### src/sched_pkg.sv
// Shared constants for the descriptor schedule map register bank
package sched_pkg;
  // Number of transfer descriptors per category
  localparam int unsigned DESC_COUNT = 32;
  // Index width for one descriptor position
  localparam int unsigned IDX_W = 5;
  // Wishbone data and address widths
  localparam int unsigned DATA_W = 32;
  localparam int unsigned ADDR_W = 12;
  // Register byte offsets
  localparam logic [ADDR_W-1:0] OFS_INT_DONE = 12'h140;
  localparam logic [ADDR_W-1:0] OFS_INT_SKIP = 12'h144;
  localparam logic [ADDR_W-1:0] OFS_INT_FINAL = 12'h148;
  localparam logic [ADDR_W-1:0] OFS_ASYNC_DONE = 12'h150;
  localparam logic [ADDR_W-1:0] OFS_ASYNC_SKIP = 12'h154;
  localparam logic [ADDR_W-1:0] OFS_ASYNC_FINAL = 12'h158;
  localparam logic [ADDR_W-1:0] OFS_IRQ_STATUS = 12'h160;
  localparam logic [ADDR_W-1:0] OFS_IRQ_MASK = 12'h164;
  // Reset values
  localparam logic [DATA_W-1:0] RST_DONE = 32'h0000_0000;
  localparam logic [DATA_W-1:0] RST_SKIP = 32'hffff_ffff;
  localparam logic [DATA_W-1:0] RST_FINAL = 32'h0000_0000;
  localparam logic [DATA_W-1:0] RST_IRQ = 32'h0000_0000;
  // Interrupt status and mask field positions
  localparam int unsigned IRQ_INT_DONE_BIT = 0;
  localparam int unsigned IRQ_ASYNC_DONE_BIT = 1;
  localparam int unsigned IRQ_W = 2;
  // Scan engine states
  typedef enum logic [1:0] {
    ST_CHECK = 2'b00,
    ST_FETCH = 2'b01,
    ST_EXEC = 2'b10
  } scan_state_t;
endpackage

### src/sched_maps_if.sv
// Carrier between the register bank and one category scanner
`timescale 1ns/10ps
interface sched_maps_if;
  // Skip map, one bit per descriptor
  logic [sched_pkg::DESC_COUNT-1:0] skip_map;
  // Final descriptor map, one marker bit per descriptor
  logic [sched_pkg::DESC_COUNT-1:0] final_map;
  // One-cycle completion pulses, one bit per descriptor
  logic [sched_pkg::DESC_COUNT-1:0] done_set;
  // Register side drives the maps and takes completions
  modport regs (output skip_map, output final_map, input done_set);
  // Scanner side reads the maps and reports completions
  modport scan (input skip_map, input final_map, output done_set);
endinterface

### src/desc_scanner.sv
// Scanner that walks one category's descriptors under skip and final maps
`timescale 1ns/10ps
module desc_scanner
  import sched_pkg::*;
(
  input wire logic clk_i,
  input wire logic rst_i,
  sched_maps_if.scan maps,
  output logic [sched_pkg::IDX_W-1:0] idx_o,
  output logic fetch_req_o,
  input wire logic fetch_ack_i,
  input wire logic fetch_valid_i,
  output logic exec_req_o,
  input wire logic exec_done_i
);
  // Current state of the walk
  scan_state_t state_q;
  // Position following the current one
  logic [IDX_W-1:0] next_idx;

  // Wrap to the first descriptor after a final marker or the top slot
  always_comb begin
    if (maps.final_map[idx_o] || idx_o == IDX_W'(DESC_COUNT - 1)) begin
      next_idx = '0;
    end else begin
      next_idx = idx_o + IDX_W'(1);
    end
  end

  // Walk: check skip, fetch header, run the descriptor
  always_ff @(posedge clk_i) begin
    if (rst_i) begin
      state_q <= ST_CHECK;
      idx_o <= '0;
      fetch_req_o <= 1'b0;
      exec_req_o <= 1'b0;
      maps.done_set <= '0;
    end else begin
      maps.done_set <= '0;
      case (state_q)
        ST_CHECK: begin
          // A skipped descriptor is never fetched, whatever its valid flag
          if (maps.skip_map[idx_o]) begin
            idx_o <= next_idx;
          end else begin
            fetch_req_o <= 1'b1;
            state_q <= ST_FETCH;
          end
        end
        ST_FETCH: begin
          // Header returned: run it only if marked valid
          if (fetch_ack_i) begin
            fetch_req_o <= 1'b0;
            if (fetch_valid_i) begin
              exec_req_o <= 1'b1;
              state_q <= ST_EXEC;
            end else begin
              idx_o <= next_idx;
              state_q <= ST_CHECK;
            end
          end
        end
        ST_EXEC: begin
          // Completion marks the done bit and moves on
          if (exec_done_i) begin
            exec_req_o <= 1'b0;
            maps.done_set <= DESC_COUNT'(1) << idx_o;
            idx_o <= next_idx;
            state_q <= ST_CHECK;
          end
        end
        default: begin
          state_q <= ST_CHECK;
        end
      endcase
    end
  end
endmodule // desc_scanner

### src/descriptor_schedule_maps.sv
// Register bank of done, skip and final maps with two descriptor scanners
`timescale 1ns/10ps
module descriptor_schedule_maps
  import sched_pkg::*;
(
  input wire logic clk_i,
  input wire logic rst_i,
  // Wishbone classic slave
  input wire logic [sched_pkg::ADDR_W-1:0] adr_i,
  input wire logic [sched_pkg::DATA_W-1:0] dat_i,
  output logic [sched_pkg::DATA_W-1:0] dat_o,
  input wire logic we_i,
  input wire logic [3:0] sel_i,
  input wire logic cyc_i,
  input wire logic stb_i,
  output logic ack_o,
  // Level interrupt
  output logic irq_o,
  // Periodic-interrupt category engine port
  output logic [sched_pkg::IDX_W-1:0] int_idx_o,
  output logic int_fetch_req_o,
  input wire logic int_fetch_ack_i,
  input wire logic int_fetch_valid_i,
  output logic int_exec_req_o,
  input wire logic int_exec_done_i,
  // Asynchronous category engine port
  output logic [sched_pkg::IDX_W-1:0] async_idx_o,
  output logic async_fetch_req_o,
  input wire logic async_fetch_ack_i,
  input wire logic async_fetch_valid_i,
  output logic async_exec_req_o,
  input wire logic async_exec_done_i
);
  import sched_pkg::*;

  // Map carriers toward each scanner
  sched_maps_if int_maps ();
  sched_maps_if async_maps ();

  // Periodic category maps
  logic [DATA_W-1:0] int_done_q;
  logic [DATA_W-1:0] int_done_d;
  logic [DATA_W-1:0] int_skip_q;
  logic [DATA_W-1:0] int_final_q;

  // Asynchronous category maps
  logic [DATA_W-1:0] async_done_q;
  logic [DATA_W-1:0] async_done_d;
  logic [DATA_W-1:0] async_skip_q;
  logic [DATA_W-1:0] async_final_q;

  // Interrupt status and mask
  logic [IRQ_W-1:0] irq_status_q;
  logic [IRQ_W-1:0] irq_status_d;
  logic [IRQ_W-1:0] irq_mask_q;
  logic [IRQ_W-1:0] irq_events;

  // Bus request decode
  logic bus_req;
  logic bus_wr;
  logic bus_rd;
  logic [DATA_W-1:0] rd_data;

  // Address hit strobes
  logic hit_int_done;
  logic hit_int_skip;
  logic hit_int_final;
  logic hit_async_done;
  logic hit_async_skip;
  logic hit_async_final;
  logic hit_irq_status;
  logic hit_irq_mask;

  // Merge write data into an old value under byte enables
  function automatic logic [DATA_W-1:0] merge_bytes(
    input logic [DATA_W-1:0] old_val,
    input logic [DATA_W-1:0] new_val,
    input logic [3:0] sel
  );
    logic [DATA_W-1:0] res;
    res = old_val;
    for (int b = 0; b < 4; b++) begin
      // Only enabled byte lanes change
      if (sel[b]) begin
        res[b*8 +: 8] = new_val[b*8 +: 8];
      end
    end
    return res;
  endfunction

  // A request is taken once, in the cycle before ack rises
  assign bus_req = cyc_i && stb_i && !ack_o;
  assign bus_wr = bus_req && we_i;
  assign bus_rd = bus_req && !we_i;

  // Decode of the periodic category offsets
  assign hit_int_done = (adr_i == OFS_INT_DONE);
  assign hit_int_skip = (adr_i == OFS_INT_SKIP);
  assign hit_int_final = (adr_i == OFS_INT_FINAL);

  // Decode of the asynchronous category offsets
  assign hit_async_done = (adr_i == OFS_ASYNC_DONE);
  assign hit_async_skip = (adr_i == OFS_ASYNC_SKIP);
  assign hit_async_final = (adr_i == OFS_ASYNC_FINAL);

  // Decode of the interrupt registers
  assign hit_irq_status = (adr_i == OFS_IRQ_STATUS);
  assign hit_irq_mask = (adr_i == OFS_IRQ_MASK);

  // Maps handed to the scanners
  assign int_maps.skip_map = int_skip_q;
  assign int_maps.final_map = int_final_q;
  assign async_maps.skip_map = async_skip_q;
  assign async_maps.final_map = async_final_q;

  // Per-category completion events for the interrupt logic
  assign irq_events[IRQ_INT_DONE_BIT] = |int_maps.done_set;
  assign irq_events[IRQ_ASYNC_DONE_BIT] = |async_maps.done_set;

  // Periodic done map: clear on read, but a fresh completion survives
  always_comb begin
    int_done_d = int_done_q;
    // Read returns old value and clears every set bit
    if (bus_rd && hit_int_done) begin
      int_done_d = RST_DONE;
    end
    // Set wins over the read clear
    int_done_d = int_done_d | int_maps.done_set;
  end

  // Asynchronous done map: same read-clear with set priority
  always_comb begin
    async_done_d = async_done_q;
    // Read returns old value and clears every set bit
    if (bus_rd && hit_async_done) begin
      async_done_d = RST_DONE;
    end
    // Set wins over the read clear
    async_done_d = async_done_d | async_maps.done_set;
  end

  // Periodic done map: hardware set only, software cannot write it
  always_ff @(posedge clk_i) begin
    if (rst_i) begin
      int_done_q <= RST_DONE;
    end else begin
      // Next value already holds the read clear and new completions
      int_done_q <= int_done_d;
    end
  end

  // Asynchronous done map: hardware set only, software cannot write it
  always_ff @(posedge clk_i) begin
    if (rst_i) begin
      async_done_q <= RST_DONE;
    end else begin
      // Next value already holds the read clear and new completions
      async_done_q <= async_done_d;
    end
  end

  // Periodic skip map: software read/write, every descriptor skipped at reset
  always_ff @(posedge clk_i) begin
    if (rst_i) begin
      int_skip_q <= RST_SKIP;
    end else begin
      // Only the enabled byte lanes of a write change
      if (bus_wr && hit_int_skip) begin
        int_skip_q <= merge_bytes(int_skip_q, dat_i, sel_i);
      end
    end
  end

  // Asynchronous skip map: software read/write, every descriptor skipped at reset
  always_ff @(posedge clk_i) begin
    if (rst_i) begin
      async_skip_q <= RST_SKIP;
    end else begin
      // Only the enabled byte lanes of a write change
      if (bus_wr && hit_async_skip) begin
        async_skip_q <= merge_bytes(async_skip_q, dat_i, sel_i);
      end
    end
  end

  // Periodic final map: software read/write, no marker at reset
  always_ff @(posedge clk_i) begin
    if (rst_i) begin
      int_final_q <= RST_FINAL;
    end else begin
      // Only the enabled byte lanes of a write change
      if (bus_wr && hit_int_final) begin
        int_final_q <= merge_bytes(int_final_q, dat_i, sel_i);
      end
    end
  end

  // Asynchronous final map: software read/write, no marker at reset
  always_ff @(posedge clk_i) begin
    if (rst_i) begin
      async_final_q <= RST_FINAL;
    end else begin
      // Only the enabled byte lanes of a write change
      if (bus_wr && hit_async_final) begin
        async_final_q <= merge_bytes(async_final_q, dat_i, sel_i);
      end
    end
  end

  // Interrupt status: sticky, write one to clear, new event wins
  always_comb begin
    irq_status_d = irq_status_q;
    // Write-one-to-clear from software
    if (bus_wr && hit_irq_status && sel_i[0]) begin
      irq_status_d = irq_status_d & ~dat_i[IRQ_W-1:0];
    end
    // Events are never lost to a concurrent clear
    irq_status_d = irq_status_d | irq_events;
  end

  // Interrupt status register
  always_ff @(posedge clk_i) begin
    if (rst_i) begin
      irq_status_q <= RST_IRQ[IRQ_W-1:0];
    end else begin
      irq_status_q <= irq_status_d;
    end
  end

  // Interrupt mask register, one enable per status bit
  always_ff @(posedge clk_i) begin
    if (rst_i) begin
      irq_mask_q <= RST_IRQ[IRQ_W-1:0];
    end else if (bus_wr && hit_irq_mask && sel_i[0]) begin
      irq_mask_q <= dat_i[IRQ_W-1:0];
    end
  end

  // Level interrupt output, registered from the next status value
  always_ff @(posedge clk_i) begin
    if (rst_i) begin
      irq_o <= 1'b0;
    end else begin
      irq_o <= |(irq_status_d & irq_mask_q);
    end
  end

  // Read multiplexer; unmapped offsets read as zero
  always_comb begin
    rd_data = '0;
    case (1'b1)
      hit_int_done: begin
        rd_data = int_done_q;
      end
      hit_int_skip: begin
        rd_data = int_skip_q;
      end
      hit_int_final: begin
        rd_data = int_final_q;
      end
      hit_async_done: begin
        rd_data = async_done_q;
      end
      hit_async_skip: begin
        rd_data = async_skip_q;
      end
      hit_async_final: begin
        rd_data = async_final_q;
      end
      hit_irq_status: begin
        rd_data = {{(DATA_W-IRQ_W){1'b0}}, irq_status_q};
      end
      hit_irq_mask: begin
        rd_data = {{(DATA_W-IRQ_W){1'b0}}, irq_mask_q};
      end
      default: begin
        rd_data = '0;
      end
    endcase
  end

  // Bus answer: ack one cycle after the request, every address answered
  always_ff @(posedge clk_i) begin
    if (rst_i) begin
      ack_o <= 1'b0;
    end else begin
      // A strobe still held while ack is high is not taken twice
      ack_o <= bus_req;
    end
  end

  // Read data register, held until the next read
  always_ff @(posedge clk_i) begin
    if (rst_i) begin
      dat_o <= '0;
    end else if (bus_rd) begin
      // Captured at the same edge as the read clear
      dat_o <= rd_data;
    end
  end

  // Periodic-interrupt category scanner
  desc_scanner u_int_scan (
    .clk_i(clk_i),
    .rst_i(rst_i),
    .maps(int_maps.scan),
    .idx_o(int_idx_o),
    .fetch_req_o(int_fetch_req_o),
    .fetch_ack_i(int_fetch_ack_i),
    .fetch_valid_i(int_fetch_valid_i),
    .exec_req_o(int_exec_req_o),
    .exec_done_i(int_exec_done_i)
  );

  // Asynchronous category scanner
  desc_scanner u_async_scan (
    .clk_i(clk_i),
    .rst_i(rst_i),
    .maps(async_maps.scan),
    .idx_o(async_idx_o),
    .fetch_req_o(async_fetch_req_o),
    .fetch_ack_i(async_fetch_ack_i),
    .fetch_valid_i(async_fetch_valid_i),
    .exec_req_o(async_exec_req_o),
    .exec_done_i(async_exec_done_i)
  );
endmodule // descriptor_schedule_maps

### config.mk
export PLATFORM = sky130hd
export DESIGN_NAME = descriptor_schedule_maps
export DESIGN_NICKNAME = d
export VERILOG_FILES = /design/src/sched_pkg.sv /design/src/sched_maps_if.sv /design/src/desc_scanner.sv /design/src/descriptor_schedule_maps.sv
export SDC_FILE = /design/constraint.sdc
export NUM_CORES = 1
export LEC_CHECK = 0
export ABC_AREA = 0
export BUFFER_PORTS_ARGS = -buffer_cell sky130_fd_sc_hd__buf_2
export CAP_MARGIN = 20
export CELL_PAD_IN_SITES_DETAIL_PLACEMENT = 0
export CELL_PAD_IN_SITES_GLOBAL_PLACEMENT = 1
export CORE_MARGIN = 10
export CORE_UTILIZATION = 33
export DETAILED_ROUTE_END_ITERATION = 10
export HOLD_SLACK_MARGIN = 0.12
export PLACE_DENSITY = 0.58
export SLEW_MARGIN = 15
export SYNTH_ARGS = -nofsm -noshare
export SYNTH_HDL_FRONTEND = slang
export SYNTH_SLANG_ARGS = --single-unit
### constraint.sdc
create_clock -name clk_i -period 2.85 [get_ports clk_i]
set_clock_uncertainty 0.2 [all_clocks]
set_input_delay 0.285 -clock clk_i [delete_from_list [all_inputs] [get_ports clk_i]]
set_output_delay 0.285 -clock clk_i [all_outputs]
set_load 0.05 [all_outputs]
Yosys cells after proc, flatten, opt, wreduce, memory -nomap -nowiden. Index checks and enable logic that the tools add are counted. Widths: inputs -> output; s select.

$add $sub $neg: 2. $lt $le $gt $ge: 2. Equal/unequal tests: 26. Shifts and indexed selects: 2. Mux-type cells: 55. Bitwise operators: 10. Reduce and logical (&&, ||, !) cells: 55.

Operator list (count): $mux 32 (8); $eq 12x9->1 const B (8); $or 32x32->32 (2); $reduce_or 32->1 (2); $shl 1x5->32 const A (2); $mux 5 (10); $reduce_and 2->1 (16); $pmux 5 s3 (2); $mux 2 (11); $bmux 1 s5 (4); $ne 2x2->1 const B (10); $logic_and 1x1->1 (14); $mux 1 (14); $lt 5x6->1 const B (2); $pmux 2 s3 (2); $reduce_and 3->1 (4); $add 5x1->5 const B (2); $eq 5x5->1 const B (2); $reduce_and 5->1 (2); $pmux 1 s2 (4); $reduce_and 4->1 (2); $reduce_bool 2->1 (4); $reduce_bool 3->1 (2); $reduce_or 3->1 (2); 11 further kinds (21).

Register bits after elaboration: 312. Input port bits: 59. Output and inout port bits: 48. Word-level logic and storage cells: 185.

Logic depth before layout (Yosys ltp).
Depth in word-level cells: 9. Mapped depth: 9.

Modules after synthesis. A second synthesis with hierarchy kept.

Cells, all modules: 1564. Area, all modules: 13908.3 um2.

Modules (own cells, without submodules): descriptor_schedule_maps (times used 1, cells an instance 1165, area an instance 9791.9 um2, seq. area each 4604.4 um2); desc_scanner at u_int_scan (times used 1, cells an instance 200, area an instance 2075.7 um2, seq. area each 820.8 um2); desc_scanner at u_async_scan (times used 1, cells an instance 199, area an instance 2040.7 um2, seq. area each 820.8 um2).

Worst setup path after synthesis. Ideal clock, no wire load.

Kind: reg2reg. Start point: register u_int_scan.idx_o[0] (netlist name). End point: register u_int_scan.idx_o[3] (netlist name). Setup time: 77 ps. Arrival: 2791 ps. Setup slack: -217 ps. Cell stages (with the launch flop): 9. Path buffers: 2. Cells stage by stage: dfxtp_1 -> buf_2 -> buf_2 -> mux4_2 -> a22oi_1 -> nand3_1 -> a211oi_1 -> a221oi_1 -> o22ai_1.

Longest elaborated chain between the ends: 7. Elaborated cells between the ends (all ways): 15.

RTL lines: start, declared (line desc_scanner.sv:9) `output logic [sched_pkg::IDX_W-1:0] idx_o,`; start signal, assigned (line desc_scanner.sv:44) `idx_o <= next_idx;`; start signal, assigned (line desc_scanner.sv:58) `idx_o <= next_idx;`; start signal, assigned (line desc_scanner.sv:68) `idx_o <= next_idx;`; $bmux 1 s5 (line desc_scanner.sv:23) `if (maps.final_map[idx_o] || idx_o == IDX_W'(DESC_COUNT - 1)) begin`; $mux 1 (implied by the code) (line desc_scanner.sv:23); $logic_or 1x1->1 (line desc_scanner.sv:23); $mux 5 (line desc_scanner.sv:23); $mux 5 (line desc_scanner.sv:54) `if (fetch_valid_i) begin`; $mux 5 (line desc_scanner.sv:52) `if (fetch_ack_i) begin`; $pmux 5 s3 (line desc_scanner.sv:40) `case (state_q)`.

Several ways; a longest one is shown, not always the timed one. The select of a mux whose other input is x is not followed. A chain may end at the register's enable or synchronous reset.

Final worst setup path.
Start point: input port adr_i[9] (netlist name). End point: register int_skip_q[25], in the netlist int_maps.skip_map[25].

Longest elaborated chain between the ends: 3.

RTL lines: start, declared (line descriptor_schedule_maps.sv:9) `input wire logic [sched_pkg::ADDR_W-1:0] adr_i,`; $eq 12x9->1 (line descriptor_schedule_maps.sv:98) `assign hit_int_skip = (adr_i == OFS_INT_SKIP);`; $logic_and 1x1->1 (line descriptor_schedule_maps.sv:168) `if (bus_wr && hit_int_skip) begin`; $reduce_and 2->1 (no source line); end signal, assigned (line descriptor_schedule_maps.sv:169) `int_skip_q <= merge_bytes(int_skip_q, dat_i, sel_i);`; end, declared (line descriptor_schedule_maps.sv:43) `logic [DATA_W-1:0] int_skip_q;`.

Every way passes these cells.

==> impl_metrics.env <==
export IMPL_grt_first_pass_wirelength_um=69900
export IMPL_io_pins=107
export IMPL_outcome="complete, no violations"
export IMPL_synth_area_mm2=0.0132
export IMPL_post_drt_wl_per_cell_um=21.0
export IMPL_dp_hpwl_um=33200
export IMPL_layout_nets=1690
export IMPL_tightest_slew_ps=629
export IMPL_place_inst=2053
export IMPL_synth_top_area_cell="dfxtp_1"
export IMPL_num_rows=73
export IMPL_cts_buffers_inserted=36
export IMPL_powerDensity_mw_per_mm2=648
export IMPL_tritoncts="yes"
export IMPL_final_cells=2170
export IMPL_maxCapViolCount=0
export IMPL_post_drt_via_cell_ratio=5.26
export IMPL_p_leak_uw=0.00637
export IMPL_fin_crit_sh=0.967
export IMPL_path_max_fanout=37
export IMPL_ys_seq_elements=312
export IMPL_ys_top_cells_by_area="dfxtp_1 47%, mux2i_1 8.1%, nor2_1 7.2%, nand2_1 5.9%, a21oi_1 4.2%"
export IMPL_max_freq_mhz=363
export IMPL_syn_nets=1529
export IMPL_avgSynthCellArea_um2=9.07
export IMPL_grt_max_degree=69
export IMPL_max_stage_delay_ps=680
export IMPL_crit_path_frequent_cell="nand3_1"
export IMPL_postLayoutCellArea_mm2=0.0165
export IMPL_period_minus_slack_ps=2760
export IMPL_critical_path_cell_chain="buf_2 > or4b_1 > buf_4 > nor4_4 > buf_12 > nand3_1 > nand2_1 > nand3_1 > dlygate4sd3_1"
export IMPL_drt_iter0_drc=812
export IMPL_rsz0062_at_grt="no"
export IMPL_path_delay_family="simple AND/OR/NAND/NOR gates"
export IMPL_worst_path_buf_inv=4
export IMPL_synthArstFlopShare=0
export IMPL_h_tree_depth=2
export IMPL_worst_hold_slack_ps=192
export IMPL_die_y_um=220
export IMPL_ant_nets=0
export IMPL_multiInputGateArea_mm2=0.00653
export IMPL_hp_class="in -> reg"
export IMPL_vias=11400
export IMPL_clock_latency_ps=540
export IMPL_crit_path_end_kind="flip-flop"
export IMPL_drive_gt1_frac=0.163
export IMPL_grt_ovfl_total=0
export IMPL_hold_viol_final=0
export IMPL_place_gp_congestion=0.847
export IMPL_start_util=0.333
export IMPL_synth_edf_count=0
export IMPL_startpoint_type="input pin"
export IMPL_clk_pin_slew_ps=60
export IMPL_area_delta_synth_final_pct=24.6
export IMPL_fillCellCount=4032
export IMPL_drtPass1Iterations=5
export IMPL_cts_sinks=312
export IMPL_yosysSeqAreaShare=0.473
export IMPL_seqCellArea_mm2=0.00625
export IMPL_cts_buffer_depth=3
export IMPL_critPathRequiredTime_ps=3080
export IMPL_yosysTopAreaCellShare=0.473
export IMPL_synth_ff_type="dfxtp_1"
export IMPL_synth_warnings=0
export IMPL_die_w_um=220
export IMPL_grt_total_usage=0.189
export IMPL_placed_area_mm2=0.0146
export IMPL_critPathKind="in -> reg"
export IMPL_antenna_found_initial=0
export IMPL_ir_drop_mv=0.345
export IMPL_grt_pass1_vias=11300
export IMPL_synthCells=1456
export IMPL_antennaDiodeCount=0
export IMPL_core_region_area_mm2=0.0396
export IMPL_cp_arrival_ps=2980
export IMPL_slew_headroom=0.581
export IMPL_clock_root_buffer="clkbuf_16"
export IMPL_numPortBuffers=106
export IMPL_postRouteWirelength_um=45600
export IMPL_drc_errors=0
export IMPL_dieArea_mm2=0.0484
export IMPL_yosysUniqueCellTypes=59
export IMPL_setup_viol=0
export IMPL_slowest_stage="or4b_1"
export IMPL_final_max_slew_violation_count=0
-- where the power goes --
group	switching (µW)	internal [µW]	total [µW]
combinational	696	439	1140
clock	1890	3190	5080
sequential	44.3	4400	4440
-- synthesized netlist by cell type, drive strengths merged (3+ instances only) --
cell and count:
dfxtp 312, nor2 258, nand2 207, a21oi 110
mux2i 107, nand3 75, clkbuf 66, a22oi 35
a221oi 34, mux4 31, o2bb2ai 31, buf 25
nor4 19, o21ai 16, ha 14, inv 14
or3 11, nand4 10, nor2b 9, nor3 9
nand2b 7, and3 6, and2 5, o211ai 5
mux2 4, a31oi 3, o22ai 3, or2 3
-- final cells by class --
cell class	count	share of cell area
multi-input combinational	1038	0.397
inverter	15	0.00342
timing repair buffer	214	0.101
sequential	312	0.380
tap	525	0.0399
clock buffer	52	0.0657
clock inverter	14	0.0138
-- tightest hold or removal path, delay by kind of cell --
family | cells | cell delay (ps)
buffers and inverters | 1 | 150
AND/OR/NAND/NOR | 4 | 390
AO/OA/AOI/OAI | 1 | 60
-- worst paths after layout --
kind	from	to	slack (ps)	cells past startpoint
max	adr_i[9]	int_maps.skip_map[25]$_SDFFE_PP1P_	90	9
max reg2reg	u_async_scan.idx_o[0]$_SDFFE_PP0P_	u_async_scan.idx_o[3]$_SDFFE_PP0P_	190	7
min	adr_i[4]	irq_mask_q[0]$_SDFFE_PP0P_	190	6
min reg2reg	u_int_scan.exec_req_o$_SDFFE_PP0P_	u_int_scan.exec_req_o$_SDFFE_PP0P_	240	2
-- cells by family after synthesis --
logic type | after synthesis | synth area share
adders and majority gates | 14 | 0.0133
AOI/OAI and AO/OA | 254 | 0.127
DFF | 312 | 0.473
muxes | 142 | 0.141
and+or+nand+nor | 628 | 0.211
buffers and inverters | 106 | 0.0345
-- state kept, by name, indices dropped and copies added, names as in the netlist, 2 cells and up --
register                    cells
async_maps.skip_map            32
u_int_scan.maps.done_set       32
async_done_q                   32
u_async_scan.maps.done_set     32
irq_status_q                    2
int_done_q                     32
irq_mask_q                      2
int_maps.skip_map              32
u_async_scan.idx_o              5
async_final_q                  32
u_int_scan.idx_o                5
u_int_scan.state_q              2
int_final_q                    32
u_async_scan.state_q            2
dat_o                          32
-- per-stage QoR --
stage / setup TNS, ps / setup WS [ps] / utilization / power (µW)
final: 0 / 94.2 / 0.415 / 10700
after floorplan: -21.4 / -21.4 / - / 5190
after CTS: 0 / 131 / 0.415 / 10800
after global routing: 0 / 12.4 / 0.415 / 11000
after global placement: 0 / 103 / 0.369 / 5620
after detailed placement: 0 / 82.3 / 0.369 / 5620
-- cells in the final DEF, fill, tap and decap left out, drive strengths merged, types with 3 or more instances in the layout --
cell / Yosys / final
ha: 14 / 14
o22ai: 3 / 3
dlygate4sd3: 0 / 50
a21oi: 110 / 110
o21ai: 16 / 16
a31oi: 3 / 3
nand4: 10 / 10
buf: 25 / 164
and2: 5 / 5
a22oi: 35 / 35
clkbuf: 66 / 52
or3: 11 / 11
or2: 3 / 3
a221oi: 34 / 34
nor2: 258 / 258
nand2: 207 / 207
and3: 6 / 6
mux2i: 107 / 107
nand2b: 7 / 7
nor4: 19 / 19
nor3: 9 / 9
o211ai: 5 / 5
inv: 14 / 16
mux4: 31 / 31
nor2b: 9 / 9
mux2: 4 / 4
bufinv: 0 / 6
o2bb2ai: 31 / 31
nand3: 75 / 75
dfxtp: 312 / 312
clkinv: 1 / 7
-- routing by layer --
| layer | wire length [µm] | vias to the layer above | GRT usage |
|---|---|---|---|
| met1 | 21000 | 5512 | 0.256 |
| met4 | 1430 | 0 | 0.0694 |
| met5 | 0 | - | 0 |
| li1 | - | 5513 | - |
| met2 | 20800 | 310 | 0.297 |
| met3 | 2420 | 85 | 0.0293 |
-- repair_timing --
| item | CTS | global route |
|---|---|---|
| endpoints found under the setup margin | 0 | 2 |
| gates resized for setup | 0 | 1 |
| hold buffers | 50 | 0 |
| setup buffers | 0 | 0 |
| hold endpoints to repair | 161 | 0 |
Note: power is estimated with default switching activity, not from simulation.
